--- src/pkg/pdf_defines.svh ---
// Register offsets, field positions and reset values of the debug-fault slice.
// Assumes the including file compiles it once; the guard stops a second pass.
`ifndef PDF_DEFINES_SVH
`define PDF_DEFINES_SVH

// Register offsets on the plain register port
`define PDF_OFS_CTRL 8'h00
`define PDF_OFS_DRV 8'h18
`define PDF_OFS_DBG 8'h1E
`define PDF_OFS_EVT 8'h20
`define PDF_OFS_STAT 8'h2C

// Control register fields
`define PDF_CTRL_SWRST 0
`define PDF_CTRL_ENABLE 1

// Driver control fields
`define PDF_DRV_OVREN_LSB 0
`define PDF_DRV_OVRLVL_LSB 8

// Debug behaviour control fields
`define PDF_DBG_RUN 0
`define PDF_DBG_FAULTEN 2

// Status register fields
`define PDF_STAT_DBGFLAG 0
`define PDF_STAT_HALTED 1
`define PDF_STAT_FAULT 2
`define PDF_STAT_STATE_LSB 4

// Reset values
`define PDF_RST_DRV 32'h0000_0000
`define PDF_RST_DBG 8'h00
`define PDF_RST_EVT 32'h0000_0000

// Synchroniser depth for the debug halt line
`define PDF_SYNC_STAGES 2

`endif

--- src/pkg/pdf_pkg.sv ---
// Types shared by the debug-fault slice and its testbench.
// Assumes pdf_defines.svh supplies the numeric constants.
package pdf_pkg;
   typedef logic [7:0] pdf_addr_t;
   typedef logic [31:0] pdf_word_t;
   typedef enum logic [1:0] {PDF_IDLE, PDF_RUNNING, PDF_FROZEN, PDF_FAULTED} pdf_run_t;
endpackage

--- src/pkg/pdf_ovr_if.sv ---
// Carrier between the control logic and the waveform output stage.
// Assumes both ends share core_clk and the synchronous reset.
`timescale 1ns/1ns
interface pdf_ovr_if #(parameter int CHANNELS = 8);
   logic clk;
   logic rstN;
   logic ce;
   logic faultActive;
   logic [CHANNELS-1:0] waveIn;
   logic [CHANNELS-1:0] ovrEn;
   logic [CHANNELS-1:0] ovrLevel;
   logic [CHANNELS-1:0] pinOut;
   logic [CHANNELS-1:0] pinOe_n;
   modport ctrl (output clk, rstN, ce, faultActive, waveIn, ovrEn, ovrLevel, input pinOut, pinOe_n);
   modport stage (input clk, rstN, ce, faultActive, waveIn, ovrEn, ovrLevel, output pinOut, pinOe_n);
endinterface

--- src/hw/pdf_out_stage.sv ---
// Waveform output stage: applies fault override per channel, registered.
// Assumes the control side drives every interface input from core_clk.
`timescale 1ns/1ns
module pdf_out_stage #(parameter int CHANNELS = 8)
(
   // Control side
   pdf_ovr_if.stage ovr
);
   if (CHANNELS < 1)
   begin : g_badChannels
      $error("CHANNELS must be at least 1");
   end

   logic [CHANNELS-1:0] outNext;
   logic [CHANNELS-1:0] oeNNext;
   logic [CHANNELS-1:0] out_reg;
   logic [CHANNELS-1:0] oeN_reg;

   // Override enable 0 releases the pin, 1 forces the level
   assign outNext = ovr.faultActive ? (ovr.ovrLevel & ovr.ovrEn) : ovr.waveIn;
   assign oeNNext = ovr.faultActive ? ~ovr.ovrEn : '0;

   always_ff @(posedge ovr.clk)
   begin
      if (!ovr.rstN)
      begin
         out_reg <= '0;
         oeN_reg <= '1;
      end
      else if (ovr.ce)
      begin
         out_reg <= outNext;
         oeN_reg <= oeNNext;
      end
   end

   assign ovr.pinOut = out_reg;
   assign ovr.pinOe_n = oeN_reg;
endmodule

--- src/hw/pdf_debug_fault_ctrl.sv ---
// Debug and non-recoverable fault control slice of a PWM timer.
// Assumes a same-clock timer core and an asynchronous debug halt line.
`timescale 1ns/1ns
`include "pdf_defines.svh"
module pdf_debug_fault_ctrl #(parameter int CHANNELS = 8)
(
   // Clock, reset, enable
   input wire logic core_clk,
   input wire logic reset_n,
   input wire logic clkEn,
   // Register port
   input wire pdf_pkg::pdf_addr_t regAddr,
   input wire pdf_pkg::pdf_word_t regWrData,
   input wire logic regWrStrobe,
   input wire logic regRdStrobe,
   output pdf_pkg::pdf_word_t regRdData,
   // Debug system
   input wire logic haltPin,
   // Timer core
   input wire logic nrFaultIn,
   input wire logic [CHANNELS-1:0] waveIn,
   output logic countEnable,
   output logic faultActive,
   // Waveform pins
   output logic [CHANNELS-1:0] pinOut,
   output logic [CHANNELS-1:0] pinOe_n
);
   if (CHANNELS < 1 || CHANNELS > 8)
   begin : g_badChannels
      $error("CHANNELS must be 1 to 8");
   end

   pdf_ovr_if #(.CHANNELS(CHANNELS)) ovr ();

   // Register state
   pdf_pkg::pdf_word_t drv_reg;
   pdf_pkg::pdf_word_t evt_reg;
   logic [7:0] dbg_reg;
   logic enable_reg;
   logic dbgFlag_reg;
   pdf_pkg::pdf_word_t rdData_reg;
   logic [`PDF_SYNC_STAGES-1:0] haltSync_reg;
   pdf_pkg::pdf_run_t state_reg;
   pdf_pkg::pdf_run_t state_next;

   // Decode
   logic wrCtrl;
   logic wrDrv;
   logic wrDbg;
   logic wrEvt;
   logic wrStat;
   logic swReset;
   logic haltSync;
   logic runWhileHalted;
   logic faultEnable;
   logic debugFault;
   logic flagClear;
   pdf_pkg::pdf_word_t rdMux;

   assign wrCtrl = regWrStrobe && regAddr == `PDF_OFS_CTRL;
   assign wrDrv = regWrStrobe && regAddr == `PDF_OFS_DRV;
   assign wrDbg = regWrStrobe && regAddr == `PDF_OFS_DBG;
   assign wrEvt = regWrStrobe && regAddr == `PDF_OFS_EVT;
   assign wrStat = regWrStrobe && regAddr == `PDF_OFS_STAT;
   assign swReset = wrCtrl && regWrData[`PDF_CTRL_SWRST];

   // Only the second stage is read; the first may be metastable
   assign haltSync = haltSync_reg[`PDF_SYNC_STAGES-1];
   assign runWhileHalted = dbg_reg[`PDF_DBG_RUN];
   assign faultEnable = dbg_reg[`PDF_DBG_FAULTEN];

   assign debugFault = haltSync && faultEnable;
   assign faultActive = nrFaultIn || debugFault;
   assign countEnable = enable_reg && (!haltSync || runWhileHalted);
   assign flagClear = wrStat && regWrData[`PDF_STAT_DBGFLAG];

   assign rdMux =
      (regAddr == `PDF_OFS_CTRL) ? {30'h0000_0000, enable_reg, 1'b0} :
      (regAddr == `PDF_OFS_DRV) ? drv_reg :
      (regAddr == `PDF_OFS_DBG) ? {24'h00_0000, dbg_reg} :
      (regAddr == `PDF_OFS_EVT) ? evt_reg :
      (regAddr == `PDF_OFS_STAT) ?
         {26'h000_0000, state_reg, 1'b0, faultActive, haltSync, dbgFlag_reg} :
      32'h0000_0000;

   // Halt line synchroniser
   always_ff @(posedge core_clk)
   begin
      if (!reset_n)
         haltSync_reg <= '0;
      else if (clkEn)
         haltSync_reg <= {haltSync_reg[`PDF_SYNC_STAGES-2:0], haltPin};
   end

   // Debug bits: hard reset only, software reset leaves them
   always_ff @(posedge core_clk)
   begin
      if (!reset_n)
         dbg_reg <= `PDF_RST_DBG;
      else if (clkEn && wrDbg)
         dbg_reg <= regWrData[7:0] & 8'h05;
   end

   // Registers cleared by software reset
   always_ff @(posedge core_clk)
   begin
      if (!reset_n)
      begin
         drv_reg <= `PDF_RST_DRV;
         evt_reg <= `PDF_RST_EVT;
         enable_reg <= 1'b0;
      end
      else if (clkEn)
      begin
         if (swReset)
         begin
            drv_reg <= `PDF_RST_DRV;
            evt_reg <= `PDF_RST_EVT;
            enable_reg <= 1'b0;
         end
         else
         begin
            if (wrDrv)
               drv_reg <= regWrData;
            if (wrEvt)
               evt_reg <= regWrData;
            if (wrCtrl)
               enable_reg <= regWrData[`PDF_CTRL_ENABLE];
         end
      end
   end

   // Sticky flag: a new halt fault beats a same-cycle clear
   always_ff @(posedge core_clk)
   begin
      if (!reset_n)
         dbgFlag_reg <= 1'b0;
      else if (clkEn)
      begin
         if (debugFault)
            dbgFlag_reg <= 1'b1;
         else if (flagClear || swReset)
            dbgFlag_reg <= 1'b0;
      end
   end

   // Read data stands only in the cycle after the strobe
   always_ff @(posedge core_clk)
   begin
      if (!reset_n)
         rdData_reg <= 32'h0000_0000;
      else if (clkEn)
         rdData_reg <= regRdStrobe ? rdMux : 32'h0000_0000;
   end
   assign regRdData = rdData_reg;

   // Run state shown in status
   always_comb
   begin
      state_next = state_reg;
      unique case (state_reg)
         pdf_pkg::PDF_IDLE:
            if (enable_reg)
               state_next = pdf_pkg::PDF_RUNNING;
         pdf_pkg::PDF_RUNNING,
         pdf_pkg::PDF_FROZEN,
         pdf_pkg::PDF_FAULTED:
            if (!enable_reg)
               state_next = pdf_pkg::PDF_IDLE;
            else if (faultActive)
               state_next = pdf_pkg::PDF_FAULTED;
            else if (!countEnable)
               state_next = pdf_pkg::PDF_FROZEN;
            else
               state_next = pdf_pkg::PDF_RUNNING;
      endcase
   end

   always_ff @(posedge core_clk)
   begin
      if (!reset_n)
         state_reg <= pdf_pkg::PDF_IDLE;
      else if (clkEn)
         state_reg <= state_next;
   end

   // Output stage
   assign ovr.clk = core_clk;
   assign ovr.rstN = reset_n;
   assign ovr.ce = clkEn;
   assign ovr.faultActive = faultActive;
   assign ovr.waveIn = waveIn;
   assign ovr.ovrEn = drv_reg[`PDF_DRV_OVREN_LSB +: CHANNELS];
   assign ovr.ovrLevel = drv_reg[`PDF_DRV_OVRLVL_LSB +: CHANNELS];
   assign pinOut = ovr.pinOut;
   assign pinOe_n = ovr.pinOe_n;

   pdf_out_stage #(.CHANNELS(CHANNELS)) u_stage
   (
      .ovr(ovr.stage)
   );
endmodule

--- config.mk ---
export PLATFORM = sky130hd
export DESIGN_NAME = pdf_debug_fault_ctrl
export DESIGN_NICKNAME = d
export VERILOG_FILES = /design/src/pkg/pdf_pkg.sv /design/src/pkg/pdf_ovr_if.sv /design/src/hw/pdf_out_stage.sv /design/src/hw/pdf_debug_fault_ctrl.sv
export VERILOG_INCLUDE_DIRS = /design/src /design/src/pkg
export SDC_FILE = /design/constraint.sdc
export NUM_CORES = 1
export LEC_CHECK = 0
export BUFFER_PORTS_ARGS = -buffer_cell sky130_fd_sc_hd__buf_4
export CAP_MARGIN = 30
export CORE_MARGIN = 5
export CORE_UTILIZATION = 35
export DETAILED_ROUTE_END_ITERATION = 10
export SLEW_MARGIN = 20
export SYNTH_ARGS = -nofsm -noshare
export SYNTH_HDL_FRONTEND = slang
export SYNTH_SLANG_ARGS = --single-unit
--- constraint.sdc ---
create_clock -name core_clk -period 2.5 [get_ports core_clk]
set_clock_uncertainty 0.2 [all_clocks]
set_input_delay 0 -clock core_clk [delete_from_list [all_inputs] [get_ports core_clk]]
set_output_delay 0 -clock core_clk [all_outputs]
set_load 0.005 [all_outputs]
==> out/metrics.json <==
{
  "status": {"value": "finished with violations"},
  "failed_checks": {"value": "hold timing"},
  "vias": {"value": 4383},
  "critical_path.cell_chain": {"value": "a21oi_2 -> buf_6 -> nand2_1 -> dlygate4sd3_1 -> nand3_1 -> dlygate4sd3_1 -> o211a_1"},
  "io-pin-count": {"value": 105},
  "dr.pass1.iters": {"value": 5},
  "cap_violations": {"value": 0},
  "design.die.area": {"value": 16000, "unit": "um2"},
  "power_report.internal_total": {"value": 3.89, "unit": "mW"},
  "share_of_power_burned_in_registers": {"value": 0.397},
  "layout.core_utilization": {"value": 0.525},
  "power_per_cell_area": {"value": 704, "unit": "nW/um2"},
  "power.switching": {"value": 1.01, "unit": "mW"},
  "totalNegativeSetupSlack": {"value": 0, "unit": "ps"},
  "synth_compound_area_frac": {"value": 0.275},
  "netSwitchingFraction": {"value": 0.205},
  "antenna_violation_net_count_after_detailed_routing": {"value": 0},
  "grt_pass1_vias": {"value": 4348},
  "antenna-diode-count": {"value": 0},
  "initial_utilization": {"value": 0.358},
  "layout-drive-gt1-share": {"value": 0.252},
  "report.final.slew_viol_count": {"value": 0},
  "mapped_nets": {"value": 520},
  "area_growth": {"value": 46.7, "unit": "%"},
  "remaining_max_slew_budget_at_the_tightest_pin": {"value": 0.344},
  "finalHoldViolCount": {"value": 1},
  "numCtsBuffers": {"value": 17},
  "synthesis.area_per_instance": {"value": 10.2, "unit": "um2"},
  "clkLatencyLatePin": {"value": 410, "unit": "ps"},
  "routed_wirelength": {"value": 14400, "unit": "um"},
  "finalCritPeriodShare": {"value": 0.940},
  "cts_tree": {"value": "yes"},
  "most-common-layout-cells": {"value": "sky130_fd_sc_hd__dfxtp_1, sky130_fd_sc_hd__buf_4, sky130_fd_sc_hd__dlygate4sd3_1, sky130_fd_sc_hd__a22o_1, sky130_fd_sc_hd__nand2_1"},
  "num_rows": {"value": 42},
  "number_of_enable_type_register_cells_in_the_synthesized_netlist": {"value": 0},
  "hold_slack": {"value": -50.3, "unit": "ps"},
  "synth.distinct_cells": {"value": 56},
  "simple_gate_fraction_of_synth_area": {"value": 0.148},
  "setup.worst_path.end_class": {"value": "register"},
  "min-delay-path-class": {"value": "in2reg"},
  "clockRootBuffer": {"value": "sky130_fd_sc_hd__clkbuf_16"},
  "yosysSeqAreaShare": {"value": 0.506},
  "synth-main-ff-cell": {"value": "sky130_fd_sc_hd__dfxtp_1"},
  "grt_start_max_net_pins": {"value": 37},
  "crit_path_frequent_cell": {"value": "sky130_fd_sc_hd__dlygate4sd3_1"},
  "syn-cell-area": {"value": 4740, "unit": "um2"},
  "cts_num_sinks": {"value": 120},
  "final-setup-viol-count": {"value": 0},
  "floorplan_die_width": {"value": 126, "unit": "um"},
  "critical_path.max_stage_delay": {"value": 550, "unit": "ps"},
  "post_synth_xor_area_fraction": {"value": 0},
  "critPathMaxFanout": {"value": 17},
  "detail_placement_hpwl": {"value": 9090, "unit": "um"},
  "synthAdderAreaFrac": {"value": 0},
  "critical_path_arrival": {"value": 2510, "unit": "ps"},
  "layout_commonest_cell": {"value": "sky130_fd_sc_hd__dfxtp_1"},
  "final_period_minus_worst_setup_slack": {"value": 2350, "unit": "ps"},
  "track_usage": {"value": 0.180},
  "grt_antenna_before_repair": {"value": 0},
  "power.share.combinational": {"value": 0.070},
  "timing.critical_path.required": {"value": 2660, "unit": "ps"},
  "setup.worst_path.start_class": {"value": "register"},
  "drt_first_iter_violations": {"value": 333},
  "wire_length_of_the_first_global_routing_pass": {"value": 23100, "unit": "um"},
  "yosys_warnings": {"value": 0},
  "h-tree-depth": {"value": 4},
  "fin_nets": {"value": 691},
  "count_of_buffers_inserted_at_the_top_level_ports": {"value": 104},
  "synth_top_family_by_area": {"value": "compound AO/OA/AOI/OAI gates"},
  "postSynth.asyncResetShare": {"value": 0},
  "clk_pin_slew_worst_paths": {"value": 50, "unit": "ps"},
  "drc": {"value": 0},
  "gp_weighted_congestion": {"value": 0.856},
  "synthMuxAreaShare": {"value": 0.0106},
  "rsz_0062_raised_after_global_routing": {"value": "false"},
  "num-fill-cells": {"value": 1215},
  "worstSetupPathType": {"value": "reg2reg"},
  "core_region_area": {"value": 13200, "unit": "um2"},
  "fp.dieH": {"value": 126, "unit": "um"},
  "worst_slew_pin_slew": {"value": 982, "unit": "ps"},
  "p_leak": {"value": 2.80, "unit": "nW"},
  "cts.path.max_buffers": {"value": 2},
  "postSynthRegisterBits": {"value": 120},
  "max-vdd-ir-drop": {"value": 0.385, "unit": "mV"},
  "netlist_instances": {"value": 465},
  "clock_power_share": {"value": 0.534},
  "post_drt_wl_per_cell": {"value": 17.5, "unit": "um"},
  "grt-ovfl-total": {"value": 0},
  "slowest_cell_on_the_critical_path": {"value": "sky130_fd_sc_hd__dlygate4sd3_1"},
  "route.detailed.vias_per_inst": {"value": 5.32},
  "max_freq": {"value": 425, "unit": "MHz"}
}
cells in the mapped netlist (3+ instances only):
library cell / instances / area share
sky130_fd_sc_hd__clkbuf_1: 14 / 0.011
sky130_fd_sc_hd__buf_4: 9 / 0.014
sky130_fd_sc_hd__nand2_1: 59 / 0.047
sky130_fd_sc_hd__a22oi_1: 30 / 0.047
sky130_fd_sc_hd__nand4_1: 6 / 0.0079
sky130_fd_sc_hd__and3_1: 4 / 0.0053
sky130_fd_sc_hd__buf_6: 10 / 0.024
sky130_fd_sc_hd__nor2_1: 4 / 0.0032
sky130_fd_sc_hd__o211a_1: 8 / 0.017
sky130_fd_sc_hd__buf_2: 5 / 0.0053
sky130_fd_sc_hd__nand3_1: 19 / 0.020
sky130_fd_sc_hd__nand2b_1: 3 / 0.0040
sky130_fd_sc_hd__o21ai_1: 21 / 0.022
sky130_fd_sc_hd__and2_1: 4 / 0.0053
sky130_fd_sc_hd__o21ai_0: 29 / 0.031
sky130_fd_sc_hd__a22o_1: 63 / 0.12
sky130_fd_sc_hd__dfxtp_1: 120 / 0.51
sky130_fd_sc_hd__nor2b_1: 6 / 0.0079
sky130_fd_sc_hd__mux2i_1: 5 / 0.011
what timing repair did:
action / CTS / global route
endpoints found under the hold margin: 106 / 1
buffers inserted: 0 / 0
hold buffers: 77 / 1
resized for setup: 0 / 2
setup endpoints to repair: 0 / 2
area by class of cell:
class | instances | area, um2 | area share
Tap cell | 176 | 220 | 0.0317
Inverter | 1 | 3.75 | 0.000540
Clock buffer | 22 | 454 | 0.0653
Multi-Input combinational cell | 304 | 2070 | 0.298
Clock inverter | 9 | 173 | 0.0248
Sequential cell | 120 | 2400 | 0.345
Timing Repair Buffer | 192 | 1630 | 0.235
metal layers:
| layer | global-route usage | share of wire |
|---|---|---|
| met5 | 0 | 0 |
| met3 | 0.0614 | 0.072 |
| met4 | 0.0587 | 0.012 |
| met1 | 0.246 | 0.47 |
| met2 | 0.265 | 0.45 |
logic make-up (layout without fill, tap and decap cells):
kind of cell / after synthesis / count (layout)
AND/OR/NAND/NOR: 126 / 126
buffers and inverters: 41 / 224
flip-flops: 120 / 120
multiplexers: 5 / 5
AO/OA/AOI/OAI: 173 / 173
path summary, 6_finish.rpt:
path                                 startpoint               endpoint  slack, ps  cells past startpoint
worst max-delay path            haltSync_reg[1]  u_stage.ovr.pinOut[6]        150                      7
worst min-delay path                 regAddr[1]             enable_reg        -50                      4
worst max register to register  haltSync_reg[1]  u_stage.ovr.pinOut[6]        150                      7
worst min register to register    regRdData[16]          regRdData[16]        250                      2
through the flow:
| stage | instance area, um2 | setup WS, ps | hold slack [ps] | power [mW] | instances |
|---|---|---|---|---|---|
| 2_1_floorplan | 4740 | 871 | -74.5 | 2.11 | 465 |
| 3_3_place_gp | 5560 | 617 | 21.0 | 2.23 | 716 |
| 3_5_place_dp | 5560 | 606 | 23.4 | 2.24 | 716 |
| 4_1_cts | 6950 | 73.4 | 0.359 | 4.93 | 824 |
| 5_1_grt | 6960 | 28.7 | 21.1 | 5.06 | 824 |
| 6_report | 6960 | 150 | -50.3 | 4.90 | 824 |
critical path, delay by kind of cell, from the launching register on:
| kind | cells | cell delay (ps) |
|---|---|---|
| compound gates | 2 | 320 |
| flops | 1 | 370 |
| simple gates | 2 | 140 |
| buf+inv | 3 | 1280 |
power by group through the flow:
stage                     Combinational [mW]  Sequential, mW  Clock [mW]
final                                  0.340            1.94        2.62
after CTS                              0.338            1.94        2.65
after global routing                   0.368            1.94        2.75
after floorplan                        0.124            1.98           0
after global placement                 0.253            1.98           0
after detailed placement               0.255            1.98           0
(Power assumes the default switching activity.)
